===== src/shared/ssd_pkg.sv =====
// Notes on behaviour
// RL1 - rate divider divides its selected clock by the 16-bit divisor from two bytes
// RL2 - software programs a divisor between 2 and 65535 for the divider to run
// RL3 - writing either divisor byte loads the new divisor into the counter at once
// RL4 - divisor 0 or 1 holds the rate divider stopped
// RL5 - sync enable clear ignores both sync control registers; set applies them
// RL6 - rx data invert flips only received data; no effect in loopback
// RL7 - rx clock edge select: 0 samples on rising edge, 1 on falling edge
// RL8 - with carrier gating on, receive clock reaches receiver only while carrier active
// RL9 - carrier polarity: 0 active low, 1 active high; affects only gating
// RL10 - input disable set ignores data, receive clock and carrier inputs, except that echo mode still forwards them
// RL11 - tx data invert flips only transmitted data; no effect in loopback
// RL12 - idle data output is high when idle level bit 0, low when 1
// RL13 - tx clock edge select: 0 active rising, 1 active falling
// RL14 - idle clock output is high when idle level bit 0, low when 1
// RL15 - send request active just before first tx clock edge until after last
// RL16 - first bit strobe high while first frame bit is on data output; the code raises it only when B_HS_EN is set
// RL17 - send request polarity: 0 active low, 1 active high; ignored in loopback
// RL18 - output tristate bit releases data, clock and send request outputs
// RL19 - echo mode forwards input pins to outputs ignoring every polarity bit
// RL20 - echo mode drives data output from data input, transmitter disconnected
// RL21 - loopback holds data output high and feeds transmit bits to receiver
// RL22 - divider source 0 uses internal clock, 1 the external receive clock
// RL23 - don't care register bits are ignored on write and affect nothing
package ssd_pkg;

  // ---------------------------------------------------------------
  // register indices, byte address is four times the index
  // ---------------------------------------------------------------
  localparam logic [7:0] IDX_DIV_HIGH = 8'hfc;
  localparam logic [7:0] IDX_DIV_LOW = 8'hfd;
  localparam logic [7:0] IDX_SYNC_IN = 8'hfe;
  localparam logic [7:0] IDX_SYNC_OUT = 8'hff;
  localparam logic [7:0] IDX_MODE = 8'hf8;
  localparam logic [7:0] IDX_TX_DATA = 8'hf9;
  localparam logic [7:0] IDX_RX_DATA = 8'hfa;
  localparam logic [7:0] IDX_STATUS = 8'hfb;
  localparam int ADDR_W = 10;

  // ---------------------------------------------------------------
  // reset values and field positions
  // ---------------------------------------------------------------
  localparam logic [7:0] SYNC_IN_RESET = 8'h03;
  localparam logic [7:0] SYNC_OUT_RESET = 8'h01;
  localparam logic [7:0] SYNC_IN_MASK = 8'hfc;
  localparam logic [7:0] SYNC_OUT_MASK = 8'hfe;
  localparam int B_SYNC_EN = 7;
  localparam int B_RX_INV = 6;
  localparam int B_RX_EDGE = 5;
  localparam int B_CAR_GATE = 4;
  localparam int B_CAR_POL = 3;
  localparam int B_IN_DIS = 2;
  localparam int B_TX_INV = 7;
  localparam int B_TX_IDLE = 6;
  localparam int B_TXC_EDGE = 5;
  localparam int B_TXC_IDLE = 4;
  localparam int B_HS_EN = 3;
  localparam int B_REQ_POL = 2;
  localparam int B_OUT_TRI = 1;
  localparam int B_ECHO = 2;
  localparam int B_LOOP = 1;
  localparam int B_DIV_SRC = 0;
  localparam int B_ST_TX_BUSY = 0;
  localparam int B_ST_RX_FULL = 1;
  localparam int B_ST_DIV_RUN = 2;
  localparam logic [15:0] DIV_MIN = 16'h0002;
  localparam logic [3:0] FRAME_BITS = 4'h8;
  localparam logic [1:0] RESP_OKAY = 2'h0;
  localparam logic [1:0] RESP_SLVERR = 2'h2;

  // ---------------------------------------------------------------
  // pin bundles and transmitter states
  // ---------------------------------------------------------------
  typedef struct packed {
    logic serial_data_in;
    logic receive_clock_in;
    logic carrier_detect_in;
  } ssd_pins_in_t;

  typedef struct packed {
    logic serial_data_out;
    logic serial_data_out_oe;
    logic transmit_clock_out;
    logic transmit_clock_out_oe;
    logic send_request_out;
    logic send_request_out_oe;
    logic first_bit_strobe;
  } ssd_pins_out_t;

  typedef enum logic [1:0] {
    TX_IDLE = 2'b00,
    TX_LEAD = 2'b01,
    TX_BITS = 2'b10
  } ssd_tx_state_t;

endpackage : ssd_pkg


===== src/design/ssd_sync_io.sv =====
// Chosen here: the AXI4-Lite interface to the registers.
`timescale 1ns/1ps
module ssd_sync_io
  import ssd_pkg::*;
(
  // clock, reset, enable
  input wire logic aclk,
  input wire logic aresetn,
  input wire logic ce,
  // axi4-lite write channels
  input wire logic [ADDR_W-1:0] s_axi_awaddr,
  input wire logic s_axi_awvalid,
  output logic s_axi_awready,
  input wire logic [31:0] s_axi_wdata,
  input wire logic [3:0] s_axi_wstrb,
  input wire logic s_axi_wvalid,
  output logic s_axi_wready,
  output logic [1:0] s_axi_bresp,
  output logic s_axi_bvalid,
  input wire logic s_axi_bready,
  // axi4-lite read channels
  input wire logic [ADDR_W-1:0] s_axi_araddr,
  input wire logic s_axi_arvalid,
  output logic s_axi_arready,
  output logic [31:0] s_axi_rdata,
  output logic [1:0] s_axi_rresp,
  output logic s_axi_rvalid,
  input wire logic s_axi_rready,
  // serial pins
  input wire ssd_pins_in_t pins_in,
  output ssd_pins_out_t pins_out
);

  // ---------------------------------------------------------------
  // state
  // ---------------------------------------------------------------
  typedef struct packed {
    logic [2:0] s1, s2, s3;
    logic [2:0] filt;
    logic rxc_prev;
    logic aw_held, w_held;
    logic [ADDR_W-1:0] aw_addr;
    logic [7:0] w_data;
    logic w_lane0;
    logic bvalid;
    logic [1:0] bresp;
    logic rvalid;
    logic [31:0] rdata;
    logic [1:0] rresp;
    logic [7:0] div_high, div_low, sync_in, sync_out, mode;
    logic [15:0] count;
    logic [7:0] tx_shift;
    logic [3:0] tx_left;
    logic tx_phase;
    ssd_tx_state_t tx_state;
    logic [7:0] rx_shift;
    logic [3:0] rx_count;
    logic [7:0] rx_data;
    logic rx_full;
  } ssd_state_t;

  ssd_state_t st, next_st;

  // map a byte address onto a register index
  function automatic logic [7:0] reg_index(input logic [ADDR_W-1:0] a);
    reg_index = a[ADDR_W-1:2];
  endfunction : reg_index

  function automatic logic mapped(input logic [ADDR_W-1:0] a);
    logic [7:0] i;
    i = reg_index(a);
    mapped = (a[1:0] == 2'h0) && ((i >= IDX_MODE) && (i <= IDX_SYNC_OUT));
  endfunction : mapped

  // ---------------------------------------------------------------
  // effective configuration
  // ---------------------------------------------------------------
  logic sync_en, echo, loop, ext_src;
  logic [7:0] sin_cfg, serial_data_out_cfg;
  logic [15:0] divisor;
  logic div_run, src_tick, tick;
  logic din_raw, din_rx, rxc, car, car_active, rxc_edge;
  logic tx_bit, tx_active_edge;
  logic aw_take, w_take, ar_take, do_write;
  logic [7:0] wr_idx;

  assign sync_en = st.sync_in[B_SYNC_EN];
  assign sin_cfg = sync_en ? (st.sync_in & SYNC_IN_MASK) : 8'h00; // RL5 RL23
  assign serial_data_out_cfg = sync_en ? (st.sync_out & SYNC_OUT_MASK) : 8'h00; // RL5 RL23
  assign echo = st.mode[B_ECHO];
  assign loop = st.mode[B_LOOP];
  assign ext_src = st.mode[B_DIV_SRC];
  assign divisor = {st.div_high, st.div_low}; // RL1
  assign div_run = divisor >= DIV_MIN; // RL4

  // filtered pins, ignored when inputs are disabled
  assign din_raw = sin_cfg[B_IN_DIS] ? 1'b1 : st.filt[2]; // RL10
  assign rxc = sin_cfg[B_IN_DIS] ? 1'b0 : st.filt[1]; // RL10
  assign car = sin_cfg[B_IN_DIS] ? 1'b0 : st.filt[0]; // RL10
  assign car_active = sin_cfg[B_CAR_POL] ? car : ~car; // RL9

  // divider source ticks
  assign src_tick = ext_src ? (rxc & ~st.rxc_prev) : 1'b1; // RL22
  assign tick = div_run && src_tick && (st.count <= 16'h0001);

  // transmit clock edge in the middle of each bit is the active one
  assign tx_bit = st.tx_shift[0];
  assign tx_active_edge = tick && (st.tx_state == TX_BITS) && !st.tx_phase;

  // receiver data and sampling edge
  assign din_rx = loop ? tx_bit : (din_raw ^ sin_cfg[B_RX_INV]); // RL6 RL21
  always_comb begin
    if (loop) begin
      rxc_edge = tx_active_edge; // RL21
    end else if (sin_cfg[B_CAR_GATE] && !car_active) begin
      rxc_edge = 1'b0; // RL8
    end else if (sin_cfg[B_RX_EDGE]) begin
      rxc_edge = ~rxc & st.rxc_prev; // RL7
    end else begin
      rxc_edge = rxc & ~st.rxc_prev; // RL7
    end
  end

  // ---------------------------------------------------------------
  // bus handshakes
  // ---------------------------------------------------------------
  assign s_axi_awready = ce && !st.aw_held && !st.bvalid;
  assign s_axi_wready = ce && !st.w_held && !st.bvalid;
  assign s_axi_arready = ce && !st.rvalid;
  assign aw_take = s_axi_awvalid && s_axi_awready;
  assign w_take = s_axi_wvalid && s_axi_wready;
  assign ar_take = s_axi_arvalid && s_axi_arready;
  assign do_write = st.aw_held && st.w_held && !st.bvalid;
  assign wr_idx = reg_index(st.aw_addr);
  assign s_axi_bvalid = st.bvalid;
  assign s_axi_bresp = st.bresp;
  assign s_axi_rvalid = st.rvalid;
  assign s_axi_rdata = st.rdata;
  assign s_axi_rresp = st.rresp;

  // ---------------------------------------------------------------
  // next state
  // ---------------------------------------------------------------
  always_comb begin
    logic [7:0] rd_idx;
    logic [7:0] rd_val;
    logic wr_en;
    rd_idx = reg_index(s_axi_araddr);
    rd_val = 8'h00;
    wr_en = do_write && st.w_lane0 && mapped(st.aw_addr);
    next_st = st;

    // three-stage pin synchroniser, value taken when stages two and three agree
    next_st.s1 = {pins_in.serial_data_in, pins_in.receive_clock_in,
                  pins_in.carrier_detect_in};
    next_st.s2 = st.s1;
    next_st.s3 = st.s2;
    for (int i = 0; i < 3; i++) begin
      if (st.s2[i] == st.s3[i]) begin
        next_st.filt[i] = st.s3[i];
      end
    end
    next_st.rxc_prev = rxc;

    // write address and data taken in either order
    if (aw_take) begin
      next_st.aw_held = 1'b1;
      next_st.aw_addr = s_axi_awaddr;
    end
    if (w_take) begin
      next_st.w_held = 1'b1;
      next_st.w_data = s_axi_wdata[7:0];
      next_st.w_lane0 = s_axi_wstrb[0];
    end
    if (do_write) begin
      next_st.aw_held = 1'b0;
      next_st.w_held = 1'b0;
      next_st.bvalid = 1'b1;
      next_st.bresp = mapped(st.aw_addr) ? RESP_OKAY : RESP_SLVERR;
    end else if (st.bvalid && s_axi_bready) begin
      next_st.bvalid = 1'b0;
    end

    // rate divider counts down from the divisor
    if (!div_run) begin
      next_st.count = divisor; // RL4
    end else if (src_tick) begin
      next_st.count = (st.count <= 16'h0001) ? divisor : st.count - 16'h0001; // RL1
    end

    // transmitter: lead tick for send request, then two ticks per bit
    if (tick) begin
      case (st.tx_state)
        TX_LEAD: begin
          next_st.tx_state = TX_BITS; // RL15
          next_st.tx_phase = 1'b0;
        end
        TX_BITS: begin
          next_st.tx_phase = ~st.tx_phase;
          if (st.tx_phase) begin
            next_st.tx_shift = {1'b0, st.tx_shift[7:1]};
            next_st.tx_left = st.tx_left - 4'h1;
            if (st.tx_left == 4'h1) begin
              next_st.tx_state = TX_IDLE; // RL15
            end
          end
        end
        default: begin
          next_st.tx_state = st.tx_state;
        end
      endcase
    end

    // receiver shifts lsb first, eight bits per word
    if (rxc_edge) begin
      next_st.rx_shift = {din_rx, st.rx_shift[7:1]};
      if (st.rx_count == FRAME_BITS - 4'h1) begin
        next_st.rx_count = 4'h0;
        next_st.rx_data = {din_rx, st.rx_shift[7:1]};
      end else begin
        next_st.rx_count = st.rx_count + 4'h1;
      end
    end

    // register writes
    if (wr_en) begin
      case (wr_idx)
        IDX_DIV_HIGH: begin
          next_st.div_high = st.w_data;
          next_st.count = {st.w_data, st.div_low}; // RL3
        end
        IDX_DIV_LOW: begin
          next_st.div_low = st.w_data;
          next_st.count = {st.div_high, st.w_data}; // RL3
        end
        IDX_SYNC_IN: next_st.sync_in = st.w_data & SYNC_IN_MASK; // RL23
        IDX_SYNC_OUT: next_st.sync_out = st.w_data & SYNC_OUT_MASK; // RL23
        IDX_MODE: next_st.mode = st.w_data & 8'h07;
        IDX_TX_DATA: begin
          if (st.tx_state == TX_IDLE && div_run) begin
            next_st.tx_shift = st.w_data;
            next_st.tx_left = FRAME_BITS;
            next_st.tx_state = TX_LEAD;
          end
        end
        IDX_STATUS: begin
          if (st.w_data[B_ST_RX_FULL]) begin
            next_st.rx_full = 1'b0;
          end
        end
        default: begin
          next_st.mode = st.mode;
        end
      endcase
    end

    // a finished word sets the flag even when cleared in the same cycle
    if (rxc_edge && st.rx_count == FRAME_BITS - 4'h1) begin
      next_st.rx_full = 1'b1;
    end

    // register reads
    case (rd_idx)
      IDX_DIV_HIGH: rd_val = st.div_high;
      IDX_DIV_LOW: rd_val = st.div_low;
      IDX_SYNC_IN: rd_val = st.sync_in;
      IDX_SYNC_OUT: rd_val = st.sync_out;
      IDX_MODE: rd_val = st.mode;
      IDX_RX_DATA: rd_val = st.rx_data;
      IDX_STATUS: begin
        rd_val[B_ST_TX_BUSY] = st.tx_state != TX_IDLE;
        rd_val[B_ST_RX_FULL] = st.rx_full;
        rd_val[B_ST_DIV_RUN] = div_run;
      end
      default: rd_val = 8'h00;
    endcase
    if (ar_take) begin
      next_st.rvalid = 1'b1;
      next_st.rdata = {24'h000000, rd_val};
      next_st.rresp = mapped(s_axi_araddr) ? RESP_OKAY : RESP_SLVERR;
    end else if (st.rvalid && s_axi_rready) begin
      next_st.rvalid = 1'b0;
    end
  end

  // ---------------------------------------------------------------
  // state register
  // ---------------------------------------------------------------
  always_ff @(posedge aclk) begin
    if (!aresetn) begin
      st <= '0;
      st.sync_in <= SYNC_IN_RESET;
      st.sync_out <= SYNC_OUT_RESET;
      st.tx_state <= TX_IDLE;
    end else if (ce) begin
      st <= next_st;
    end
  end

  // ---------------------------------------------------------------
  // output pins
  // ---------------------------------------------------------------
  always_comb begin
    logic busy, req_active, clk_level;
    busy = st.tx_state == TX_BITS;
    req_active = st.tx_state != TX_IDLE;
    // active edge comes at mid bit: rising means low then high
    clk_level = st.tx_phase ^ serial_data_out_cfg[B_TXC_EDGE]; // RL13
    pins_out = '0;
    if (echo) begin
      pins_out.serial_data_out = st.filt[2]; // RL19 RL20
      pins_out.transmit_clock_out = st.filt[1]; // RL19
      pins_out.send_request_out = st.filt[0]; // RL19
    end else begin
      if (loop) begin
        pins_out.serial_data_out = 1'b1; // RL21
      end else if (busy) begin
        pins_out.serial_data_out = tx_bit ^ serial_data_out_cfg[B_TX_INV]; // RL11
      end else begin
        pins_out.serial_data_out = ~serial_data_out_cfg[B_TX_IDLE]; // RL12
      end
      pins_out.transmit_clock_out = busy ? clk_level
                                         : ~serial_data_out_cfg[B_TXC_IDLE]; // RL14
      if (loop || !serial_data_out_cfg[B_HS_EN]) begin
        pins_out.send_request_out = 1'b1; // RL17
      end else begin
        pins_out.send_request_out = req_active ~^ serial_data_out_cfg[B_REQ_POL]; // RL15 RL17
      end
    end
    pins_out.first_bit_strobe = serial_data_out_cfg[B_HS_EN] && busy &&
                                (st.tx_left == FRAME_BITS); // RL16
    pins_out.serial_data_out_oe = !serial_data_out_cfg[B_OUT_TRI]; // RL18
    pins_out.transmit_clock_out_oe = !serial_data_out_cfg[B_OUT_TRI]; // RL18
    pins_out.send_request_out_oe = !serial_data_out_cfg[B_OUT_TRI]; // RL18
  end

endmodule : ssd_sync_io


===== config.mk =====
export PLATFORM = sky130hd
export DESIGN_NAME = ssd_sync_io
export DESIGN_NICKNAME = d
export VERILOG_FILES = /design/src/shared/ssd_pkg.sv /design/src/design/ssd_sync_io.sv
export SDC_FILE = /design/constraint.sdc
export NUM_CORES = 1
export LEC_CHECK = 0
export ABC_CLOCK_PERIOD_IN_PS = 3000
export BUFFER_PORTS_ARGS = -buffer_cell sky130_fd_sc_hd__clkbuf_2
export CAP_MARGIN = 15
export CORE_ASPECT_RATIO = 0.9
export CORE_MARGIN = 4
export CORE_UTILIZATION = 35
export DETAILED_ROUTE_END_ITERATION = 10
export PLACE_DENSITY = 0.63
export RECOVER_POWER = 100
export SKIP_LAST_GASP = 1
export SLEW_MARGIN = 20
export SYNTH_ARGS = -nofsm -noshare
export SYNTH_HDL_FRONTEND = slang
export SYNTH_SLANG_ARGS = --single-unit

===== constraint.sdc =====
create_clock -name aclk -period 3 [get_ports aclk]
set_input_delay 0.15 -clock aclk [delete_from_list [all_inputs] [get_ports aclk]]
set_output_delay 0.15 -clock aclk [all_outputs]
set_load 0.005 [all_outputs]

==> After elaboration in Yosys (flattened, before gate mapping) <==
Cells that the tools add are included.
{ "totals": {"register_bits": 135, "input_bits": 67, "output_inout_bits": 48, "elab_cells": 193} }
{ "op_classes": {"n_addsub": 3, "n_lt_le_gt_ge": 6, "n_eq_ne": 22, "mux": 51, "bitwise": 12, "n_reduce_logical": 68} }
{ "ops": {"columns": ["cell", "n"], "rows": [
  ["equality test 8 bit (second input constant)", 14],
  ["two-way mux 12 bit", 4],
  ["two-way mux 16 bit", 3],
  ["case mux 16 bit (2 select lines)", 1],
  ["two-way mux 28 bit", 1],
  ["logical AND 1 bit", 27],
  ["two-way mux 1 bit", 26],
  ["case mux 5 bit (5 select lines)", 1],
  ["AND reduction 2 bit", 12],
  ["case mux 3 bit (7 select lines)", 1],
  ["AND reduction 3 bit", 7],
  ["nonzero test 2 bit", 9],
  ["greater-or-equal comparator 16 x 2 -> 1 bit (second input constant)", 1],
  ["greater-or-equal comparator 8 bit (second input constant)", 2],
  ["<= comparator 16 x 1 -> 1 bit (second input constant)", 1],
  ["<= comparator 8 bit (second input constant)", 2],
  ["two-way mux 2 bit", 8],
  ["subtractor 16 x 1 -> 16 bit (second input constant)", 1],
  ["two-way mux 15 bit", 1],
  ["zero test 1 bit", 8],
  ["two-way mux 8 bit", 1],
  ["two-way mux 7 bit", 1],
  ["zero test 2 bit", 3],
  ["NOT 1 bit", 6],
  ["16 further kinds", 21]
]} }

==> Longest topological paths before layout <==
{ "depth": {"word_depth": 12, "ltp_mapped": 10, "ltp_nobuf": 8} }

==> Worst setup path before layout <==
No wires, ideal clock.
{ "synth_timing": {"path_kind": "register to register", "startpoint": "reg st[38] in the netlist's numbering", "endpoint": "reg st[1] in the netlist's numbering", "setup_ns": 0.072, "arrival_ns": 2.284, "required_ns": 2.928, "path_slack_ns": 0.644, "path_stages_with_launch": 8, "n_path_buf": 1, "period_less_slack_ns": 2.356, "cell_sequence": "dfxtp_1 > or4_4 > and4bb_2 > nand4_2 > a2111oi_4 > and2_1 > buf_6 > mux2i_1"} }
{ "synth_via": {"elab_chain_len": 6} }
{ "synth_lines": {"columns": ["element", "line", "rtl"], "rows": [
  ["start: declaration", "ssd_sync_io.sv:62", "ssd_state_t st, next_st;"],
  ["start signal: assignment", "ssd_sync_io.sv:296", "st <= next_st;"],
  ["<= comparator 16 x 1 -> 1 bit", "ssd_sync_io.sv:104", "assign tick = div_run && src_tick && (st.count <= 16'h0001);"],
  ["logical AND 1 bit", "ssd_sync_io.sv:104", null],
  ["logical AND 1 bit (2 in series)", "ssd_sync_io.sv:108", "assign tx_active_edge = tick && (st.tx_state == TX_BITS) && !st.tx_phase;"],
  ["two-way mux 1 bit", "ssd_sync_io.sv:113", "if (loop) begin"],
  ["AND reduction 3 bit (no line)", null, null]
]} }
No other way between the ends.
A chain may end at the register's enable or synchronous reset.

==> Worst setup path in the final report <==
Same ends and word-level chain as after synthesis.

==> impl_results.md <==
* Outcome: complete, but fails checks
* Failing checks: max-capacitance violations, max-slew violations
* CTS H-tree lvls at 4
* FF-to-FF path depth at 6
* NumNets Final at 1,008
* Setup TNS at 0 ns
* Hold Path End: st[156]$_SDFFE_PN0P_
* CTS max path bufs at 2
* Leak pwr at 3.19 nW
* Area grow syn2layout at 16.6%
* Gpl congestion at 0.880
* Final HPWL DP at 14,300 um
* Asr flop ratio synth at 0
* Tmin final at 2.84 ns
* Die Area at 23,200 um2
* Largest net degree at the start of global routing at 61
* Area contributors post-synth: dfxtp_1 36%, mux2i_1 9.9%, nand2_1 6.6%, nor2b_1 4.8%, o21ai_0 4.6%
* Worst R2R Setup Slack at 0.16 ns
* Hold Path Origin: aresetn
* Initial drt markers at 607
* Required time worst endpoint at 3.34 ns
* Crit Path Max Fanout at 9
* Crit path launch type: flop
* CTS tree: yes
* F_max at 0.352 GHz
* Post-Place Setup Slack at 0.223 ns
* Fin. Hold Viols at 0
* Post-DRT Antenna Nets at 0
* Hold path depth at 2
* First-pass GRT wire length at 32,500 um
* Post-route clock period utilization at 0.947
* Distinct cells, synth at 70
* Post-synthesis sequential area ratio at 0.360
* Pwr/cell area at 514 nW/um2
* Yosys warnings at 0
* Slew Limit Fails at 61
* I/O pin count at 115
* Post-CTS setup buffers at 0
* Cell taking the most area after synthesis: dfxtp_1
* Initial Util at 0.360
* Post-Syn Instances at 870
* RSZ-0062 raised after global routing: false
* Routed WL at 20,500 um
* Max VDD drop at 0.439 mV
* Area of the core at 20,200 um2
* Count of flip-flops with a built-in enable after synthesis at 0
* Die extent in x at 160 um
* # Max-Cap Violations at 1
* Worst Setup Path Type: reg -> reg
* Reg clk slew, reported paths at 0.06 ns
* Post-route DRC at 0
* Mapped cell area at 7290 um2
* Vias/cell at 5.32
* #FFs+latches synth at 131
* Ys flop type: dfxtp_1
* Worst slew pin tran at 2.15 ns
* Area fraction of the dominant cell type after synthesis at 0.360
* 1st-pass router iterations at 5
* CTS buffer count at 17
* DR vias at 6,380
* Crit Reg-Reg Startpoint: st[38]$_SDFFE_PN0P_
* Clk Latency, worst-skew pair at 0.42 ns
* GRT overflow at 0
* Slew HR at -0.436
* # fillers at 2,020
* CTS Sinks at 131
* Reg2reg end: st[1]$_SDFFE_PN0P_
* Worst EP arrival at 3.18 ns
* Mapped Avg Cell Area at 8.38 um2
* Worst clock skew at 0.00722 ns
* Number of global-route vias before repair at 5,932
* Die Span Y at 145 um
* Setup violators final at 0
* GR Util All Layers at 0.177
* Overall power at 4.37 mW
* Ant. Diodes at 0
* Port Buffer Count at 61
* Initial antenna violation count at 0
* Worst min path class: in -> reg
* Std cell rows at 49
* Layout cells sized above 1 at 0.119
* Clk root buf: clkbuf_16
* Final setup margin at 0.158 ns
* Crit end category: flop
* Wirelength per Cell at 17.1 um
[per-stage QoR]
stage,util,std cells,cell area (um2),hold slack [ns]
5_1_grt,0.420,1199,8500,0.0424
2_1_floorplan,-,895,7380,0.295
3_5_place_dp,0.379,1142,7670,0.395
6_report,0.420,1199,8500,0.0425
3_3_place_gp,0.379,1142,7670,0.393
4_1_cts,0.423,1199,8550,0.0345
[cell families (layout without fill, tap and decap cells)]
logic type / count (synthesis) / count (layout) / synth area share
AND/OR/NAND/NOR: 336 / 336 / 0.238
AO/OA/AOI/OAI: 193 / 193 / 0.172
flip-flops: 131 / 131 / 0.360
buffers and inverters: 109 / 158 / 0.0783
multiplexers: 84 / 84 / 0.127
adder cells (fa/ha/maj): 10 / 10 / 0.0172
XOR/XNOR: 6 / 6 / 0.00721
other: 1 / 26 / 0.000515
[per-layer routing]
layer / routed length, um / GRT usage / up-vias / part of all wire
li1: - / - / 3154 / -
met1: 9930 / 0.259 / 3006 / 0.48
met2: 8950 / 0.265 / 197 / 0.44
met3: 1270 / 0.0323 / 23 / 0.062
met4: 381 / 0.0598 / 0 / 0.019
met5: 0 / 0 / - / 0
[synthesized netlist by cell type (3+ instances only)]
library cell,instances
mux4_2,6
dfxtp_1,131
o21ai_0,67
nor4_1,14
nor2_1,35
o21a_1,5
clkbuf_1,45
a21o_1,11
nor3_1,14
nor2b_1,56
or4_1,6
xor2_1,4
a211oi_1,3
inv_1,16
buf_4,38
nand2b_1,5
a21oi_1,26
nand4_1,7
nand4b_1,5
and2_1,9
a41oi_1,3
mux2_2,6
nand3b_1,4
a31oi_1,6
mux2i_1,72
and4_1,5
buf_2,3
buf_1,4
ha_1,10
and3_1,6
a22oi_1,12
nand3_1,27
nand2_1,128
a21boi_0,34
[state kept, by name, summed over array words and instances (netlist names)]
register / cells
st: 94
s_axi_bresp: 1
loop: 1
s_axi_rresp: 1
divisor: 16
s_axi_rdata: 8
s_axi_rvalid: 1
echo: 1
ext_src: 1
next_st: 6
s_axi_bvalid: 1
[what timing repair did]
item	in CTS	in global routing
hold buffers	25	0
resized for setup	0	0
endpoints found under the hold margin	24	0
[worst max-delay path by stage]
| stage | startpoint | end | slack, ns | cells past startpoint |
|---|---|---|---|---|
| 2_1_floorplan | st[38]$_SDFFE_PN0P_ | st[1]$_SDFFE_PN0P_ | 0.64 | 7 |
| 3_3_place_gp | st[38]$_SDFFE_PN0P_ | st[5]$_SDFFE_PN0P_ | 0.29 | 6 |
| 3_5_place_dp | st[38]$_SDFFE_PN0P_ | st[8]$_SDFFE_PN0P_ | 0.22 | 6 |
| 4_1_cts | st[38]$_SDFFE_PN0P_ | st[1]$_SDFFE_PN0P_ | 0.19 | 6 |
| 5_1_grt | st[38]$_SDFFE_PN0P_ | st[4]$_SDFFE_PN0P_ | 0.04 | 6 |
| 6_report | st[38]$_SDFFE_PN0P_ | st[1]$_SDFFE_PN0P_ | 0.16 | 6 |
[cell type report]
cell class                      count  area, um2  area share
Inverter                           17       63.8     0.00751
Tap cell                          255        319      0.0375
Clock buffer                       23        478      0.0562
Multi-Input combinational cell    655       4180       0.491
Sequential cell                   131       2620       0.309
Timing Repair Buffer              109        689      0.0811
Clock inverter                      9        151      0.0178
[report_power, final]
part / leakage, nW / switching (mW) / total, mW / internal, mW
Combinational: 1.82 / 0.188 / 0.328 / 0.140
Clock: 0.307 / 0.780 / 2.23 / 1.45
Sequential: 1.06 / 0.0397 / 1.80 / 1.76
[cells in the final DEF (no fill, tap or decap), drive strengths merged, types with 25 or more instances in the layout]
cell type    count
nand3           27
conb            26
a21oi           26
nor2            35
nand2          128
mux2i           72
o21ai           68
a21boi          34
dfxtp          131
nor2b           56
dlygate4sd3     25
clkbuf          88
[critical path, cell delays in order (launching register included)]
cell       delay [ns]
dfxtp_1          0.37
or4_1            0.59
and4bb_2         0.45
nand4_2          0.15
a2111oi_4        0.42
and2_1           0.50
mux2i_1          0.26
Power figures use the tool's default switching activity.
